**config.mk**
```make
export PLATFORM = sky130hd
export DESIGN_NAME = asd_top
export DESIGN_NICKNAME = d
export VERILOG_FILES = /design/src/asd_pkg.sv /design/src/asd_probe_if.sv /design/src/asd_debounce.sv /design/src/asd_probe_seq.sv /design/src/asd_top.sv
export SDC_FILE = /design/constraint.sdc
export NUM_CORES = 1
export LEC_CHECK = 0
export ABC_AREA = 1
export BUFFER_PORTS_ARGS = -buffer_cell sky130_fd_sc_hd__buf_2
export CORE_MARGIN = 2
export CORE_UTILIZATION = 52
export DETAILED_ROUTE_END_ITERATION = 16
export PLACE_DENSITY = 0.89
export SYNTH_ARGS = -nofsm -noshare
export SYNTH_HDL_FRONTEND = slang
export SYNTH_SLANG_ARGS = --single-unit
```
**constraint.sdc**
```tcl
create_clock -name clk -period 1.95 [get_ports clk]
set_input_delay 0.195 -clock clk [delete_from_list [all_inputs] [get_ports clk]]
set_output_delay 0.195 -clock clk [all_outputs]
set_load 0.01 [all_outputs]
```
**src/asd_pkg.sv**
```systemverilog
package asd_pkg;

  // Clock rate
  localparam int unsigned CLK_HZ = 20_000_000;

  // Register indexes; byte address is four times the index
  localparam logic [5:0] IDX_ACC_STATE = 6'h19;
  localparam logic [5:0] IDX_PROBE_SET = 6'h1a;
  localparam logic [5:0] IDX_SPARE     = 6'h1b;
  localparam logic [5:0] IDX_POWER     = 6'h1d;
  localparam logic [5:0] IDX_STATUS    = 6'h30;
  localparam logic [5:0] IDX_PROBE_AVG = 6'h31;

  // Field positions
  localparam int unsigned ACC_OVERRIDE_BIT = 7;
  localparam int unsigned SET_DEB_BIT      = 7;
  localparam int unsigned SET_REP_LSB      = 4;
  localparam int unsigned SET_PW_LSB       = 2;
  localparam int unsigned SET_AMP_LSB      = 0;
  localparam int unsigned PWR_CTRL_BIT     = 7;
  localparam int unsigned STAT_JACK_BIT    = 7;
  localparam int unsigned STAT_BUSY_BIT    = 6;

  // Values after reset, and the settings write mask
  localparam logic       ACC_OVERRIDE_RST = 1'h1;
  localparam logic [6:0] ACC_CODE_RST     = 7'h00;
  localparam logic [7:0] SET_RST          = 8'h15;
  localparam logic [7:0] SET_WR_MASK      = 8'hbf;
  localparam logic       PWR_CTRL_RST     = 1'h0;

  // Debounce times in ms and their cycle counts
  localparam int unsigned DEB_INS_FAST_MS  = 3;
  localparam int unsigned DEB_REM_FAST_MS  = 12;
  localparam int unsigned DEB_INS_SLOW_MS  = 20;
  localparam int unsigned DEB_REM_SLOW_MS  = 80;
  localparam int unsigned DEB_INS_FAST_CYC = DEB_INS_FAST_MS * (CLK_HZ / 1000);
  localparam int unsigned DEB_REM_FAST_CYC = DEB_REM_FAST_MS * (CLK_HZ / 1000);
  localparam int unsigned DEB_INS_SLOW_CYC = DEB_INS_SLOW_MS * (CLK_HZ / 1000);
  localparam int unsigned DEB_REM_SLOW_CYC = DEB_REM_SLOW_MS * (CLK_HZ / 1000);
  localparam int unsigned DEB_CNT_W        = 21;

  // Probe pulse widths in us and their cycle counts
  localparam int unsigned PW_A_US  = 50;
  localparam int unsigned PW_B_US  = 25;
  localparam int unsigned PW_C_US  = 100;
  localparam int unsigned PW_D_US  = 200;
  localparam logic [11:0] PW_A_CYC = 12'(PW_A_US * (CLK_HZ / 1_000_000));
  localparam logic [11:0] PW_B_CYC = 12'(PW_B_US * (CLK_HZ / 1_000_000));
  localparam logic [11:0] PW_C_CYC = 12'(PW_C_US * (CLK_HZ / 1_000_000));
  localparam logic [11:0] PW_D_CYC = 12'(PW_D_US * (CLK_HZ / 1_000_000));

  // Accessory codes
  localparam logic [6:0] CODE_NONE           = 7'h00;
  localparam logic [6:0] CODE_HS_STEREO      = 7'h01;
  localparam logic [6:0] CODE_HS_STEREO_SWAP = 7'h02;
  localparam logic [6:0] CODE_MONO_BASE      = 7'h0a;
  localparam logic [6:0] CODE_HP_STEREO      = 7'h10;
  localparam logic [6:0] CODE_HP_LEFT        = 7'h11;
  localparam logic [6:0] CODE_HP_RIGHT       = 7'h12;
  localparam logic [6:0] CODE_LO_STEREO      = 7'h1a;
  localparam logic [6:0] CODE_LO_RIGHT       = 7'h1b;
  localparam logic [6:0] CODE_LO_LEFT        = 7'h1c;
  localparam logic [6:0] CODE_UNSUPPORTED    = 7'h1f;

  // Averaged probe result at or above this is a line-out load
  localparam logic [7:0] LINEOUT_THRESH = 8'h80;

  // Contact kind from the front end; SPECIAL is mic on ring2/sleeve, tied-to-tip on ring1
  typedef enum logic [1:0] {
    KIND_FLOAT   = 2'b00,
    KIND_GROUND  = 2'b01,
    KIND_LOAD    = 2'b10,
    KIND_SPECIAL = 2'b11
  } asd_kind_t;

  typedef enum logic [1:0] {
    DET_IDLE     = 2'b00,
    DET_PROBE    = 2'b01,
    DET_CLASSIFY = 2'b10
  } asd_det_state_t;

  typedef enum logic {
    PRB_IDLE  = 1'b0,
    PRB_PULSE = 1'b1
  } asd_probe_state_t;

endpackage

```
**src/asd_probe_if.sv**
```systemverilog
`timescale 1ns/100ps
interface asd_probe_if;
  logic       start;
  logic [1:0] repeatSel;
  logic [1:0] widthSel;
  logic       busy;
  logic       done;
  logic [7:0] average;

  modport ctrl (output start, output repeatSel, output widthSel,
                input busy, input done, input average);
  modport seq  (input start, input repeatSel, input widthSel,
                output busy, output done, output average);
endinterface

```
**src/asd_debounce.sv**
```systemverilog
`timescale 1ns/100ps
module asd_debounce
  import asd_pkg::*;
#(
  parameter logic [DEB_CNT_W-1:0] INS_FAST = DEB_CNT_W'(DEB_INS_FAST_CYC),
  parameter logic [DEB_CNT_W-1:0] REM_FAST = DEB_CNT_W'(DEB_REM_FAST_CYC),
  parameter logic [DEB_CNT_W-1:0] INS_SLOW = DEB_CNT_W'(DEB_INS_SLOW_CYC),
  parameter logic [DEB_CNT_W-1:0] REM_SLOW = DEB_CNT_W'(DEB_REM_SLOW_CYC)
) (
  // Clock and reset
  input  wire logic clk,
  input  wire logic reset,
  // Comparator level, already synchronised
  input  wire logic rawLevel,
  input  wire logic slowSel,
  // Debounced level
  output logic      stableLevel
);

  logic [DEB_CNT_W-1:0] count_reg;
  logic [DEB_CNT_W-1:0] limit;
  logic                 level_reg;

  // Rising is an insertion, falling a removal
  always_comb begin
    if (rawLevel) begin
      limit = slowSel ? INS_SLOW : INS_FAST;
    end else begin
      limit = slowSel ? REM_SLOW : REM_FAST;
    end
  end

  // Any bounce back to the stable level restarts the wait
  always_ff @(posedge clk) begin
    if (reset) begin
      count_reg <= '0;
      level_reg <= 1'b0;
    end else if (rawLevel == level_reg) begin
      count_reg <= '0;
    end else if (count_reg >= limit - 21'h1) begin
      count_reg <= '0;
      level_reg <= rawLevel;
    end else begin
      count_reg <= count_reg + 21'h1;
    end
  end

  assign stableLevel = level_reg;

endmodule

```
**src/asd_probe_seq.sv**
```systemverilog
`timescale 1ns/100ps
module asd_probe_seq
  import asd_pkg::*;
(
  // Clock and reset
  input  wire logic       clk,
  input  wire logic       reset,
  // Control side
  asd_probe_if.seq        probe,
  // Front end
  input  wire logic [7:0] probeSample,
  output logic            probePulse
);

  asd_probe_state_t state_reg;
  logic [11:0]      widthCnt_reg;
  logic [11:0]      widthLim_reg;
  logic [3:0]       runCnt_reg;
  logic [1:0]       rep_reg;
  logic [10:0]      sum_reg;
  logic [10:0]      sumNext;
  logic [7:0]       avg_reg;
  logic             done_reg;
  logic             pulseEnd;
  logic             lastEnd;

  // Last pulse ends when run count equals 2**repeat - 1
  assign pulseEnd = (state_reg == PRB_PULSE) && (widthCnt_reg == widthLim_reg - 12'h1);
  assign lastEnd  = pulseEnd && (runCnt_reg == (4'h1 << rep_reg) - 4'h1);
  assign sumNext  = sum_reg + {3'h0, probeSample};

  // Sequencer state
  always_ff @(posedge clk) begin
    if (reset) begin
      state_reg <= PRB_IDLE;
    end else begin
      case (state_reg)
        PRB_IDLE:  if (probe.start) state_reg <= PRB_PULSE;
        PRB_PULSE: if (lastEnd) state_reg <= PRB_IDLE;
        default:   state_reg <= PRB_IDLE;
      endcase
    end
  end

  // Latched at start; a mid-run write cannot skew the average
  always_ff @(posedge clk) begin
    if (reset) begin
      rep_reg      <= 2'h0;
      widthLim_reg <= PW_B_CYC;
    end else if (state_reg == PRB_IDLE && probe.start) begin
      rep_reg <= probe.repeatSel;
      case (probe.widthSel)
        2'h0:    widthLim_reg <= PW_A_CYC;
        2'h1:    widthLim_reg <= PW_B_CYC;
        2'h2:    widthLim_reg <= PW_C_CYC;
        default: widthLim_reg <= PW_D_CYC;
      endcase
    end
  end

  // Width and run counters
  always_ff @(posedge clk) begin
    if (reset || state_reg == PRB_IDLE) begin
      widthCnt_reg <= 12'h0;
      runCnt_reg   <= 4'h0;
    end else if (pulseEnd) begin
      widthCnt_reg <= 12'h0;
      runCnt_reg   <= runCnt_reg + 4'h1;
    end else begin
      widthCnt_reg <= widthCnt_reg + 12'h1;
    end
  end

  // Power-of-two runs make the average a shift
  always_ff @(posedge clk) begin
    if (reset) begin
      sum_reg  <= 11'h0;
      avg_reg  <= 8'h0;
      done_reg <= 1'b0;
    end else begin
      done_reg <= lastEnd;
      if (state_reg == PRB_IDLE) begin
        sum_reg <= 11'h0;
      end else if (pulseEnd) begin
        sum_reg <= sumNext;
      end
      if (lastEnd) begin
        avg_reg <= 8'(sumNext >> rep_reg);
      end
    end
  end

  assign probePulse    = (state_reg == PRB_PULSE);
  assign probe.busy    = (state_reg == PRB_PULSE);
  assign probe.done    = done_reg;
  assign probe.average = avg_reg;

endmodule

```
**src/asd_top.sv**
```systemverilog
// Operation
// - Override bit clear: load follows the code the host wrote.
// - Override bit set: code field shows the detection result.
// - Codes: 0x00 nothing, 0x0A-0x0F mono headsets, 0x10-0x12 headphones.
// - Stereo headset 0x01 with mic on sleeve, 0x02 with mic on ring2.
// - Line-out 0x1A-0x1C by channel loads; both channels missing is 0x1F.
// - Debounce select: 3/12 ms or 20/80 ms for insertion/removal.
// - Repeat field runs the pulse test 1, 2, 4 or 8 times.
// - Repeated pulse tests report the average of all results.
// - Pulse width 50/25/100/200 us; amplitude supply over 36/72/18/9.
// - Power control bit rising starts detection at once unless one is already running.
`timescale 1ns/100ps
module asd_top
  import asd_pkg::*;
#(
  parameter logic [DEB_CNT_W-1:0] DEB_INS_FAST_CYCLES = DEB_CNT_W'(DEB_INS_FAST_CYC),
  parameter logic [DEB_CNT_W-1:0] DEB_REM_FAST_CYCLES = DEB_CNT_W'(DEB_REM_FAST_CYC),
  parameter logic [DEB_CNT_W-1:0] DEB_INS_SLOW_CYCLES = DEB_CNT_W'(DEB_INS_SLOW_CYC),
  parameter logic [DEB_CNT_W-1:0] DEB_REM_SLOW_CYCLES = DEB_CNT_W'(DEB_REM_SLOW_CYC)
) (
  // Clock and reset
  input  wire logic        clk,
  input  wire logic        reset,
  // Avalon-MM slave
  input  wire logic [7:0]  address,
  input  wire logic        read,
  input  wire logic        write,
  input  wire logic [31:0] writedata,
  input  wire logic [3:0]  byteenable,
  output logic [31:0]      readdata,
  output logic             waitrequest,
  // Jack front end pins
  input  wire logic        jackOpenRaw,
  input  wire logic [7:0]  contactKindRaw,
  input  wire logic [7:0]  probeSample,
  // Probe drive
  output logic             probePulse,
  output logic [1:0]       probeLevelSel,
  // Load and power control
  output logic [6:0]       loadConfig,
  output logic             loadForced,
  output logic             powerActive,
  output logic             jackInserted
);

  asd_probe_if probeBus ();

  asd_det_state_t det_reg;
  logic        ack_reg;
  logic [31:0] readData_reg;
  logic        override_reg;
  logic [6:0]  forcedCode_reg;
  logic [6:0]  detectedCode_reg;
  logic [7:0]  settings_reg;
  logic        powerCtrl_reg;
  logic [6:0]  loadConfig_reg;
  logic        jackSync1_reg;
  logic        jackSync2_reg;
  logic [7:0]  kindSync1_reg;
  logic [7:0]  kindSync2_reg;
  logic        jackStable;
  logic        jackStableDly_reg;
  logic        busReq;
  logic        aligned;
  logic [5:0]  regIndex;
  logic        wrStrobe;
  logic        accWrite;
  logic        overrideRelease;
  logic        powerRise;
  logic [7:0]  readValue;
  logic [6:0]  classCode;

  // Pin synchronisers
  always_ff @(posedge clk) begin
    if (reset) begin
      jackSync1_reg <= 1'b0;
      jackSync2_reg <= 1'b0;
      kindSync1_reg <= 8'h00;
      kindSync2_reg <= 8'h00;
    end else begin
      jackSync1_reg <= jackOpenRaw;
      jackSync2_reg <= jackSync1_reg;
      kindSync1_reg <= contactKindRaw;
      kindSync2_reg <= kindSync1_reg;
    end
  end

  // Jack sense comparator debounce
  asd_debounce #(
    .INS_FAST (DEB_INS_FAST_CYCLES),
    .REM_FAST (DEB_REM_FAST_CYCLES),
    .INS_SLOW (DEB_INS_SLOW_CYCLES),
    .REM_SLOW (DEB_REM_SLOW_CYCLES)
  ) u_debounce (
    .clk         (clk),
    .reset       (reset),
    .rawLevel    (jackSync2_reg),
    .slowSel     (settings_reg[SET_DEB_BIT]),
    .stableLevel (jackStable)
  );

  // Pulse probe sequencer
  asd_probe_seq u_probe (
    .clk         (clk),
    .reset       (reset),
    .probe       (probeBus.seq),
    .probeSample (probeSample),
    .probePulse  (probePulse)
  );

  // Bus decode; every access answers on its second cycle
  assign busReq      = read | write;
  assign aligned     = (address[1:0] == 2'h0);
  assign regIndex    = address[7:2];
  assign waitrequest = busReq & ~ack_reg;
  assign wrStrobe    = write & ack_reg & aligned & byteenable[0];
  assign accWrite    = wrStrobe && (regIndex == IDX_ACC_STATE);

  // Override released by a write
  assign overrideRelease = accWrite && !override_reg && writedata[ACC_OVERRIDE_BIT];

  // Detection needs a real 0 to 1 of the power bit
  assign powerRise = wrStrobe && (regIndex == IDX_POWER) && writedata[PWR_CTRL_BIT]
                     && !powerCtrl_reg;

  // Answer strobe
  always_ff @(posedge clk) begin
    if (reset) begin
      ack_reg <= 1'b0;
    end else begin
      ack_reg <= busReq & ~ack_reg;
    end
  end

  // Read mux
  always_comb begin
    readValue = 8'h00;
    if (!aligned) begin
      readValue = 8'h00;
    end else if (regIndex == IDX_ACC_STATE) begin
      readValue = {override_reg, override_reg ? detectedCode_reg : forcedCode_reg};
    end else if (regIndex == IDX_PROBE_SET) begin
      readValue = settings_reg & SET_WR_MASK;
    end else if (regIndex == IDX_SPARE) begin
      readValue = 8'h00;
    end else if (regIndex == IDX_POWER) begin
      readValue = {powerCtrl_reg, 7'h00};
    end else if (regIndex == IDX_STATUS) begin
      readValue = {jackStable, probeBus.busy || (det_reg != DET_IDLE), 6'h00};
    end else if (regIndex == IDX_PROBE_AVG) begin
      readValue = probeBus.average;
    end
  end

  // Read data caught in the wait cycle
  always_ff @(posedge clk) begin
    if (reset) begin
      readData_reg <= 32'h0;
    end else if (read && !ack_reg) begin
      readData_reg <= {24'h0, readValue};
    end
  end

  // Accessory state register: override and written code
  always_ff @(posedge clk) begin
    if (reset) begin
      override_reg   <= ACC_OVERRIDE_RST;
      forcedCode_reg <= ACC_CODE_RST;
    end else if (accWrite) begin
      override_reg   <= writedata[ACC_OVERRIDE_BIT];
      forcedCode_reg <= writedata[6:0];
    end
  end

  // Probe settings; reserved bit 6 stays zero
  always_ff @(posedge clk) begin
    if (reset) begin
      settings_reg <= SET_RST;
    end else if (wrStrobe && regIndex == IDX_PROBE_SET) begin
      settings_reg <= writedata[7:0] & SET_WR_MASK;
    end
  end

  // Power control bit
  always_ff @(posedge clk) begin
    if (reset) begin
      powerCtrl_reg <= PWR_CTRL_RST;
    end else if (wrStrobe && regIndex == IDX_POWER) begin
      powerCtrl_reg <= writedata[PWR_CTRL_BIT];
    end
  end

  // Classify contact kinds and probe average
  function automatic logic [6:0] classify(input logic       inserted,
                                          input logic [7:0] kinds,
                                          input logic [7:0] avg);
    logic [1:0] tip;
    logic [1:0] ring1;
    logic [1:0] ring2;
    logic [1:0] sleeve;
    logic       swap;
    logic       tipOn;
    logic       ring1On;
    logic [1:0] monoOfs;
    logic [6:0] code;
    tip     = kinds[1:0];
    ring1   = kinds[3:2];
    ring2   = kinds[5:4];
    sleeve  = kinds[7:6];
    swap    = (ring2 == KIND_SPECIAL) && (sleeve == KIND_GROUND);
    tipOn   = (tip == KIND_LOAD);
    ring1On = (ring1 == KIND_LOAD);
    monoOfs = 2'h0;
    code    = CODE_UNSUPPORTED;
    if (!inserted) begin
      code = CODE_NONE;
    end else if (swap || (ring2 == KIND_GROUND && sleeve == KIND_SPECIAL)) begin
      if (tipOn && ring1On) begin
        code = swap ? CODE_HS_STEREO_SWAP : CODE_HS_STEREO;
      end else if (tipOn) begin
        if (ring1 == KIND_GROUND) begin
          monoOfs = 2'h0;
        end else if (ring1 == KIND_SPECIAL) begin
          monoOfs = 2'h1;
        end else begin
          monoOfs = 2'h2;
        end
        code = CODE_MONO_BASE + 7'({monoOfs, swap});
      end
    end else if (ring2 == KIND_GROUND && sleeve == KIND_GROUND) begin
      if (avg >= LINEOUT_THRESH) begin
        if (tipOn && ring1On) begin
          code = CODE_LO_STEREO;
        end else if (ring1On) begin
          code = CODE_LO_RIGHT;
        end else if (tipOn) begin
          code = CODE_LO_LEFT;
        end
      end else begin
        if (tipOn && ring1On) begin
          code = CODE_HP_STEREO;
        end else if (tipOn) begin
          code = CODE_HP_LEFT;
        end else if (ring1On) begin
          code = CODE_HP_RIGHT;
        end
      end
    end
    return code;
  endfunction

  assign classCode = classify(jackStable, kindSync2_reg, probeBus.average);

  // Detection sequence; a rise while busy is ignored
  always_ff @(posedge clk) begin
    if (reset) begin
      det_reg <= DET_IDLE;
    end else begin
      case (det_reg)
        DET_IDLE: begin
          if (powerRise) begin
            det_reg <= jackStable ? DET_PROBE : DET_CLASSIFY;
          end
        end
        DET_PROBE: begin
          if (probeBus.done) begin
            det_reg <= DET_CLASSIFY;
          end
        end
        DET_CLASSIFY: det_reg <= DET_IDLE;
        default:      det_reg <= DET_IDLE;
      endcase
    end
  end

  // Probe start and settings
  assign probeBus.start     = (det_reg == DET_IDLE) && powerRise && jackStable;
  assign probeBus.repeatSel = settings_reg[SET_REP_LSB +: 2];
  assign probeBus.widthSel  = settings_reg[SET_PW_LSB +: 2];

  // Removal edge of the debounced jack
  always_ff @(posedge clk) begin
    if (reset) begin
      jackStableDly_reg <= 1'b0;
    end else begin
      jackStableDly_reg <= jackStable;
    end
  end

  // Detected code; release keeps the written code
  always_ff @(posedge clk) begin
    if (reset) begin
      detectedCode_reg <= ACC_CODE_RST;
    end else if (overrideRelease) begin
      detectedCode_reg <= forcedCode_reg;
    end else if (det_reg == DET_CLASSIFY && powerCtrl_reg) begin
      detectedCode_reg <= classCode;
    end else if (jackStableDly_reg && !jackStable) begin
      detectedCode_reg <= CODE_NONE;
    end
  end

  // Load follows forced or detected code
  always_ff @(posedge clk) begin
    if (reset) begin
      loadConfig_reg <= ACC_CODE_RST;
    end else begin
      loadConfig_reg <= override_reg ? detectedCode_reg : forcedCode_reg;
    end
  end

  // Outputs
  assign readdata      = readData_reg;
  assign loadConfig    = loadConfig_reg;
  assign loadForced    = ~override_reg;
  assign probeLevelSel = settings_reg[SET_AMP_LSB +: 2];
  assign powerActive   = powerCtrl_reg;
  assign jackInserted  = jackStable;

endmodule

```
Word-level counts from Yosys, hierarchy flattened --
Cells that the tools add are included.
Storage, ports and cells: register bits after elaboration 133, input port bits 65
Operators by class: add/sub/neg operators 8, order comparisons 2, eq/ne operators 23, shifts and indexed selects 2, mux-type cells 41, bitwise gates (word level) 9, reductions and logical operators 36
Operators with widths (number):
- 7-bit 2-to-1 mux | 8
- 8-bit 2-to-1 mux | 7
- 21-bit 2-to-1 mux | 2
- 12-bit one-hot mux with 3 select lines | 1
- 6-bit by 5-bit == test with 1-bit output (second input constant) | 4
- 2-bit 2-to-1 mux | 11
- 21-bit by 1-bit adder with 21-bit output (second input constant) | 1
- 21-bit greater-or-equal comparator | 1
- 21-bit by 1-bit subtractor with 21-bit output (second input constant) | 1
- 1-bit logical AND | 19
- 19-bit 2-to-1 mux | 1
- 2-bit == test (second input constant) | 7
- 12-bit by 1-bit adder with 12-bit output (second input constant) | 1
- 12-bit == test | 1
- 6-bit == test (second input constant) | 2
- 4-bit 2-to-1 mux | 3
- 12-bit by 1-bit subtractor with 12-bit output (second input constant) | 1
- 11-bit by 8-bit adder with 11-bit output | 1
- 11-bit by 2-bit right shift with 8-bit output | 1
- 2-bit by 1-bit == test with 1-bit output (second input constant) | 5
- 5-bit 2-to-1 mux | 2
- 8-bit greater-or-equal comparator (second input constant) | 1
- 2-bit zero test | 3
- 3-bit 2-to-1 mux | 2
- other kinds (21) | 35

Longest topological paths before layout --
depth after elaboration 14, gate-level depth with buffers 16, depth with buffers taken out 16

By module --
A second synthesis with hierarchy kept.
Unflattened totals: cell total of the unflattened synthesis 1088, area total of the unflattened synthesis 7696.1 um2
Modules (own cells, without submodules):
- asd_top | times used 1, cells an instance 412, area an instance 2940.3 um2
- asd_probe_seq | times used 1, cells an instance 451, area an instance 2901.5 um2
- asd_debounce | times used 1, cells an instance 225, area an instance 1854.3 um2

Worst setup path before layout --
Ideal clock, no wire load.
path type reg-to-reg, start point register jackSync2_reg, end point register u_debounce.count_reg[10], setup time 64 ps, arrival time 2095 ps, data required time 1886 ps, path slack -209 ps, stages on the path, launching flop included 16, path buffers 1, period minus slack after synthesis 2159 ps, path through dfxtp_1 -> inv_1 -> ha_1 -> inv_1 -> nor3_1 -> ha_1 -> nand2_1 -> a21oi_1 -> nor2_1 -> nand2_1 -> nand2_1 -> nand3_1 -> nor2_1 -> nand4_1 -> buf_2 -> nor2_1
On the way: word-level cells in the longest chain between the ends 4
RTL lines:
- start, declared | line asd_top.sv:58 | logic jackSync2_reg;
- start signal, assigned | line asd_top.sv:82 | jackSync2_reg <= jackSync1_reg;
- 21-bit 2-to-1 mux | line asd_debounce.sv:26 | if (rawLevel) begin
- 21-bit by 1-bit subtractor with 21-bit output | line asd_debounce.sv:40 | end else if (count_reg >= limit - 21'h1) begin
- 21-bit greater-or-equal comparator | line asd_debounce.sv:40
- 3-bit OR reduction (no line) (*)
- end signal, assigned | line asd_debounce.sv:44 | count_reg <= count_reg + 21'h1;
- end, declared | line asd_debounce.sv:20 | logic [DEB_CNT_W-1:0] count_reg;
Mark *: on every way between the ends. The rest lies on a longest branch, timed or not. A chain may end at the register's enable or synchronous reset.

Worst setup path in the final report --
start point register settings_reg[7], end point register u_debounce.count_reg[6]
On the way: word-level cells in the longest chain between the ends 5
RTL lines:
- start, declared | line asd_top.sv:54 | logic [7:0] settings_reg;
- start signal, assigned | line asd_top.sv:180 | settings_reg <= writedata[7:0] & SET_WR_MASK;
- 19-bit 2-to-1 mux / 21-bit 2-to-1 mux (equally long branches) | line asd_debounce.sv:27, asd_debounce.sv:29
- 21-bit 2-to-1 mux (*) | line asd_debounce.sv:26
- 21-bit by 1-bit subtractor with 21-bit output (*) | line asd_debounce.sv:40
- 21-bit greater-or-equal comparator (*) | line asd_debounce.sv:40
- 3-bit OR reduction (no line) (*)
Marked as above.

==> metrics.log <==
[metrics] status: finished with violations
[metrics] failing checks: setup timing
[metrics] number of H-tree levels: 4
[metrics] CP arrival: between 2 and 3 ns
[metrics] most frequent cells after synthesis: nand2_1, nor2_1, inv_1, dfxtp_1, nand3_1
[metrics] pin count of the biggest net entering global routing: 38
[metrics] maximum cell stage delay along the critical path: between 0.3 and 0.4 ns
[metrics] asr flop ratio synth: 0%
[metrics] Worst Min Path Start: writedata[6]
[metrics] total met3 wirelength after detailed routing: around 1400 µm
[metrics] startpoint type of the worst setup path: flip-flop
[metrics] Final Cycle Share: 116.8%
[metrics] fraction of layout cells with a size suffix above 1: 20.09%
[metrics] Max stage delay cell, worst path: dfxtp_4
[metrics] DR DRC count: 0
[metrics] die height: between 100 and 150 µm
[metrics] top routing layer in use: met4
[metrics] initial antenna violation count: 0
[metrics] number of synthesized flops with an enable pin: 0
[metrics] Min-Delay Path Class: in2reg
[metrics] IR Drop Worst-Case VDD: ~0.74 mV
[metrics] cell taking the most area after synthesis: dfxtp_1
[metrics] count of boundary I/O pins: ~110
[metrics] count of distinct cell types in the synthesized netlist: 45
[metrics] Buffers on Ports: slightly below 60
[metrics] effective utilization at floorplan: 52.61%
[metrics] Hold Worst Slack: around 0.000062 ns
[metrics] destination of the worst register-to-register timing path: u_debounce.count_reg[6]
[metrics] total power consumption of the routed design: 6.009 mW
[metrics] clk_skew: ~0.011 ns
[metrics] startpoint of the worst-slack reg-to-reg timing path: settings_reg[7]
[metrics] Syn Inst Count: 1048
[metrics] synth warn: 0
[metrics] flip-flop count of the largest register, all copies and words added: 21
[metrics] remaining antenna violation count after routing: 0
[metrics] Final Hold Viols: 0
[metrics] XOR/XNOR Fraction of Synth Area: roughly 2.9%
[metrics] vias in the first global route: approximately 7000
[metrics] maximum fanout along the worst path: 21
[metrics] leading cell types by total area after synthesis: dfxtp_1, nand2_1, nor2_1
[metrics] Syn Std Cell Area: between 0.007 and 0.008 mm²
[metrics] worst-margin pin slew: roughly 0.5 ns
[metrics] length of the first detailed-routing pass in iterations: 7
[metrics] largest family of logic cells by synthesized area: simple AND/OR/NAND/NOR gates
[metrics] Max Transition Viols Final: 0
[metrics] portion of netlist area occupied by mux cells: 0.8320%
[metrics] die area: roughly 0.015 mm²
[metrics] endpoint type of the worst setup path: flip-flop
[metrics] launch point of the critical path: settings_reg[7]
[metrics] met1 layer wirelength in the final routing: approximately 7300 µm
[metrics] synthesized-area fraction occupied by ao, oa, aoi and oai cells: under 10%
[metrics] final non-filler cell area: roughly 0.0089 mm²
[metrics] Tot GR Track Use: between 20% and 30%
[metrics] data required time at the worst endpoint: 2.31 ns
[metrics] core outline area: roughly 0.014 mm²
[metrics] worst setup slack for register-to-register paths: -0.33 ns
[metrics] synthesized-area fraction occupied by adder cells: ~7.0%
[metrics] most used standard cell by instance count after synthesis: nand2_1
[metrics] TritonCTS clock tree: yes
[metrics] worst slew slack as a fraction of its limit: about two thirds
[metrics] clk buf depth: 2
[metrics] number of standard-cell rows in the floorplan: between 40 and 50
[metrics] LEAKAGE: 4.121 nW
[metrics] Register-to-Register Path Depth: 15
[metrics] cells along the critical path: inv_4 > ha_4 > inv_4 > nor3_4 > ha_1 > nand2_2 > a21oi_2 > nor2_1 > nand2_1 > nand2_1 > nand3_1 > nor2_2 > nand4_1 > buf_12 > nor2_1
[metrics] number of inserted filler cells in the final layout: 1054
[metrics] placer congestion estimate: 0.9088
[metrics] FF+latch count, synth: between 100 and 150
[metrics] clock buffers created by TritonCTS: 17
[metrics] average footprint of a synthesized cell: approximately 6.9 µm²
[metrics] signed area change from the synthesized netlist to the final layout: 22.67%
[metrics] Via Count: about 7300
[metrics] minimum period implied by the final worst setup slack: approximately 2.3 ns
[metrics] Post-Place Cell Area: 0.007839 mm²
[metrics] met2 wire length: 9626 µm
[metrics] sink count of the clock tree: 129
[metrics] via-per-instance ratio: approximately 5.4
[metrics] count of final setup violators: 27
[metrics] area share of the largest cell type after synthesis: 35.78%
[metrics] unrepaired setup endpoints after global routing: yes
[metrics] wire length of the first global-routing pass: a little under 30000 µm
[metrics] DIE WIDTH: between 100 and 150 µm
[metrics] number of DRC markers after the initial detailed-route iteration: approximately 650
[metrics] routed wire length: between 15000 and 20000 µm
[metrics] end point of the critical path: u_debounce.count_reg[6]
[metrics] global route overflow: 0
[metrics] clk root buf: clkbuf_16
[metrics] clk slew on worst S/H paths: around 0.070 ns
[metrics] critical path buffer and inverter count: 3
[metrics] DP HPWL: ~13000 µm
[metrics] kind of cell with the highest combined delay on the critical path: simple AND/OR/NAND/NOR gates
[metrics] Worst Setup Slack, final: -0.3268 ns
[metrics] type of the worst setup path: reg2reg
[metrics] post-synthesis share of cell area spent on and, or, nand and nor gates: between 30% and 40%
[metrics] P per Cell Area: around 680 mW/mm²
[metrics] Stages on worst setup path: 15
[metrics] Antenna diodes: 0
[metrics] Final #Nets: around 1300
[metrics] sequential element share of the synthesized area: a little over a third
[metrics] Post-synth top flop: dfxtp_1
[metrics] Avg WL per Cell: 14.24 µm
[metrics] fmax: between 0.4 and 0.5 GHz
[metrics] clock latency reported for the late side of the worst-skew pair: 0.43 ns
[metrics] Maximum Capacitance Violations: 0
routing by layer:
| metal | vias up | GRT usage (%) |
|---|---|---|
| met2 | 322 | 43.99 |
| met5 | - | 0 |
| met1 | 3386 | 28.95 |
| li1 | 3515 | - |
| met3 | 78 | 5.197 |
| met4 | 0 | 12.28 |
power breakdown:
group	switching [mW]	internal, mW	total (mW)
Sequential	0.0106	2.65	2.66
Combinational	0.186	0.109	0.296
Clock	1.37	1.68	3.05
logic make-up after synthesis:
kind of cell / after synthesis
XOR/XNOR: 24
buffers and inverters: 194
AO/OA/AOI/OAI: 118
adder cells (fa/ha/maj): 40
multiplexers: 6
other: 2
AND/OR/NAND/NOR: 535
flip-flops: 129
worst min-delay path: stages:
cell and delay (ns):
buf_2 0.09, nor2_1 0.04, nor2_1 0.08
cell type report:
class                      instances  area [µm²]  area share (%)
clock buffer                      17       425.4           4.804
sequential                       129        2595           29.31
timing repair buffer             109       720.7           8.139
inverter                         147       564.3           6.373
clock inverter                    15       142.6           1.611
multi-input combinational        748        4182           47.22
tap                              180       225.2           2.543
what timing repair did:
action,4_1_cts,5_1_grt
setup endpoints to repair,29,50
pin swaps,5,29
hold buffers,9,0
endpoints found under the hold margin,9,0
setup buffers,4,4
resized for setup,10,66
how the worst min path moves through the flow:
stage                                   end  slack (ns)  cells after the start
final                     forcedCode_reg[6]     0.00006                      3
after global routing      forcedCode_reg[6]       0.004                      3
after CTS                 forcedCode_reg[6]       0.006                      3
after detailed placement   kindSync2_reg[2]        0.39                      2
after global placement     kindSync2_reg[0]        0.39                      2
after floorplan               jackSync1_reg        0.30                      2
per-stage QoR:
| stage | util [%] | setup slack [ns] | cells | TNS (ns) |
|---|---|---|---|---|
| after floorplan | - | -0.09271 | 1071 | -1.852 |
| after global placement | 57.14 | -0.1467 | 1297 | -3.176 |
| after detailed placement | 57.14 | -0.3095 | 1297 | -6.532 |
| after CTS | 62.44 | -0.2734 | 1341 | -5.460 |
| after global routing | 64.54 | -0.4300 | 1345 | -9.890 |
| final | 64.54 | -0.3268 | 1345 | -6.805 |
cells in the final DEF (no fill, tap or decap), drive strengths merged, types with 2 or more instances in the layout:
| cell | count |
|---|---|
| nand2 | 234 |
| nor2 | 168 |
| inv | 154 |
| dfxtp | 129 |
| buf | 100 |
| nand3 | 79 |
| o21ai | 52 |
| a21oi | 39 |
| ha | 39 |
| conb | 25 |
| nand4 | 21 |
| xor2 | 20 |
| nor3 | 18 |
| clkbuf | 17 |
| o211ai | 12 |
| dlygate4sd3 | 9 |
| mux2i | 6 |
| a31oi | 5 |
| clkinv | 5 |
| nor4 | 4 |
| or2 | 4 |
| xnor2 | 4 |
| nor3b | 3 |
| o22ai | 3 |
| clkinvlp | 3 |
| o21bai | 2 |
| and2 | 2 |
| nand3b | 2 |
| a21o | 2 |
Power figures use the tool's default switching activity.
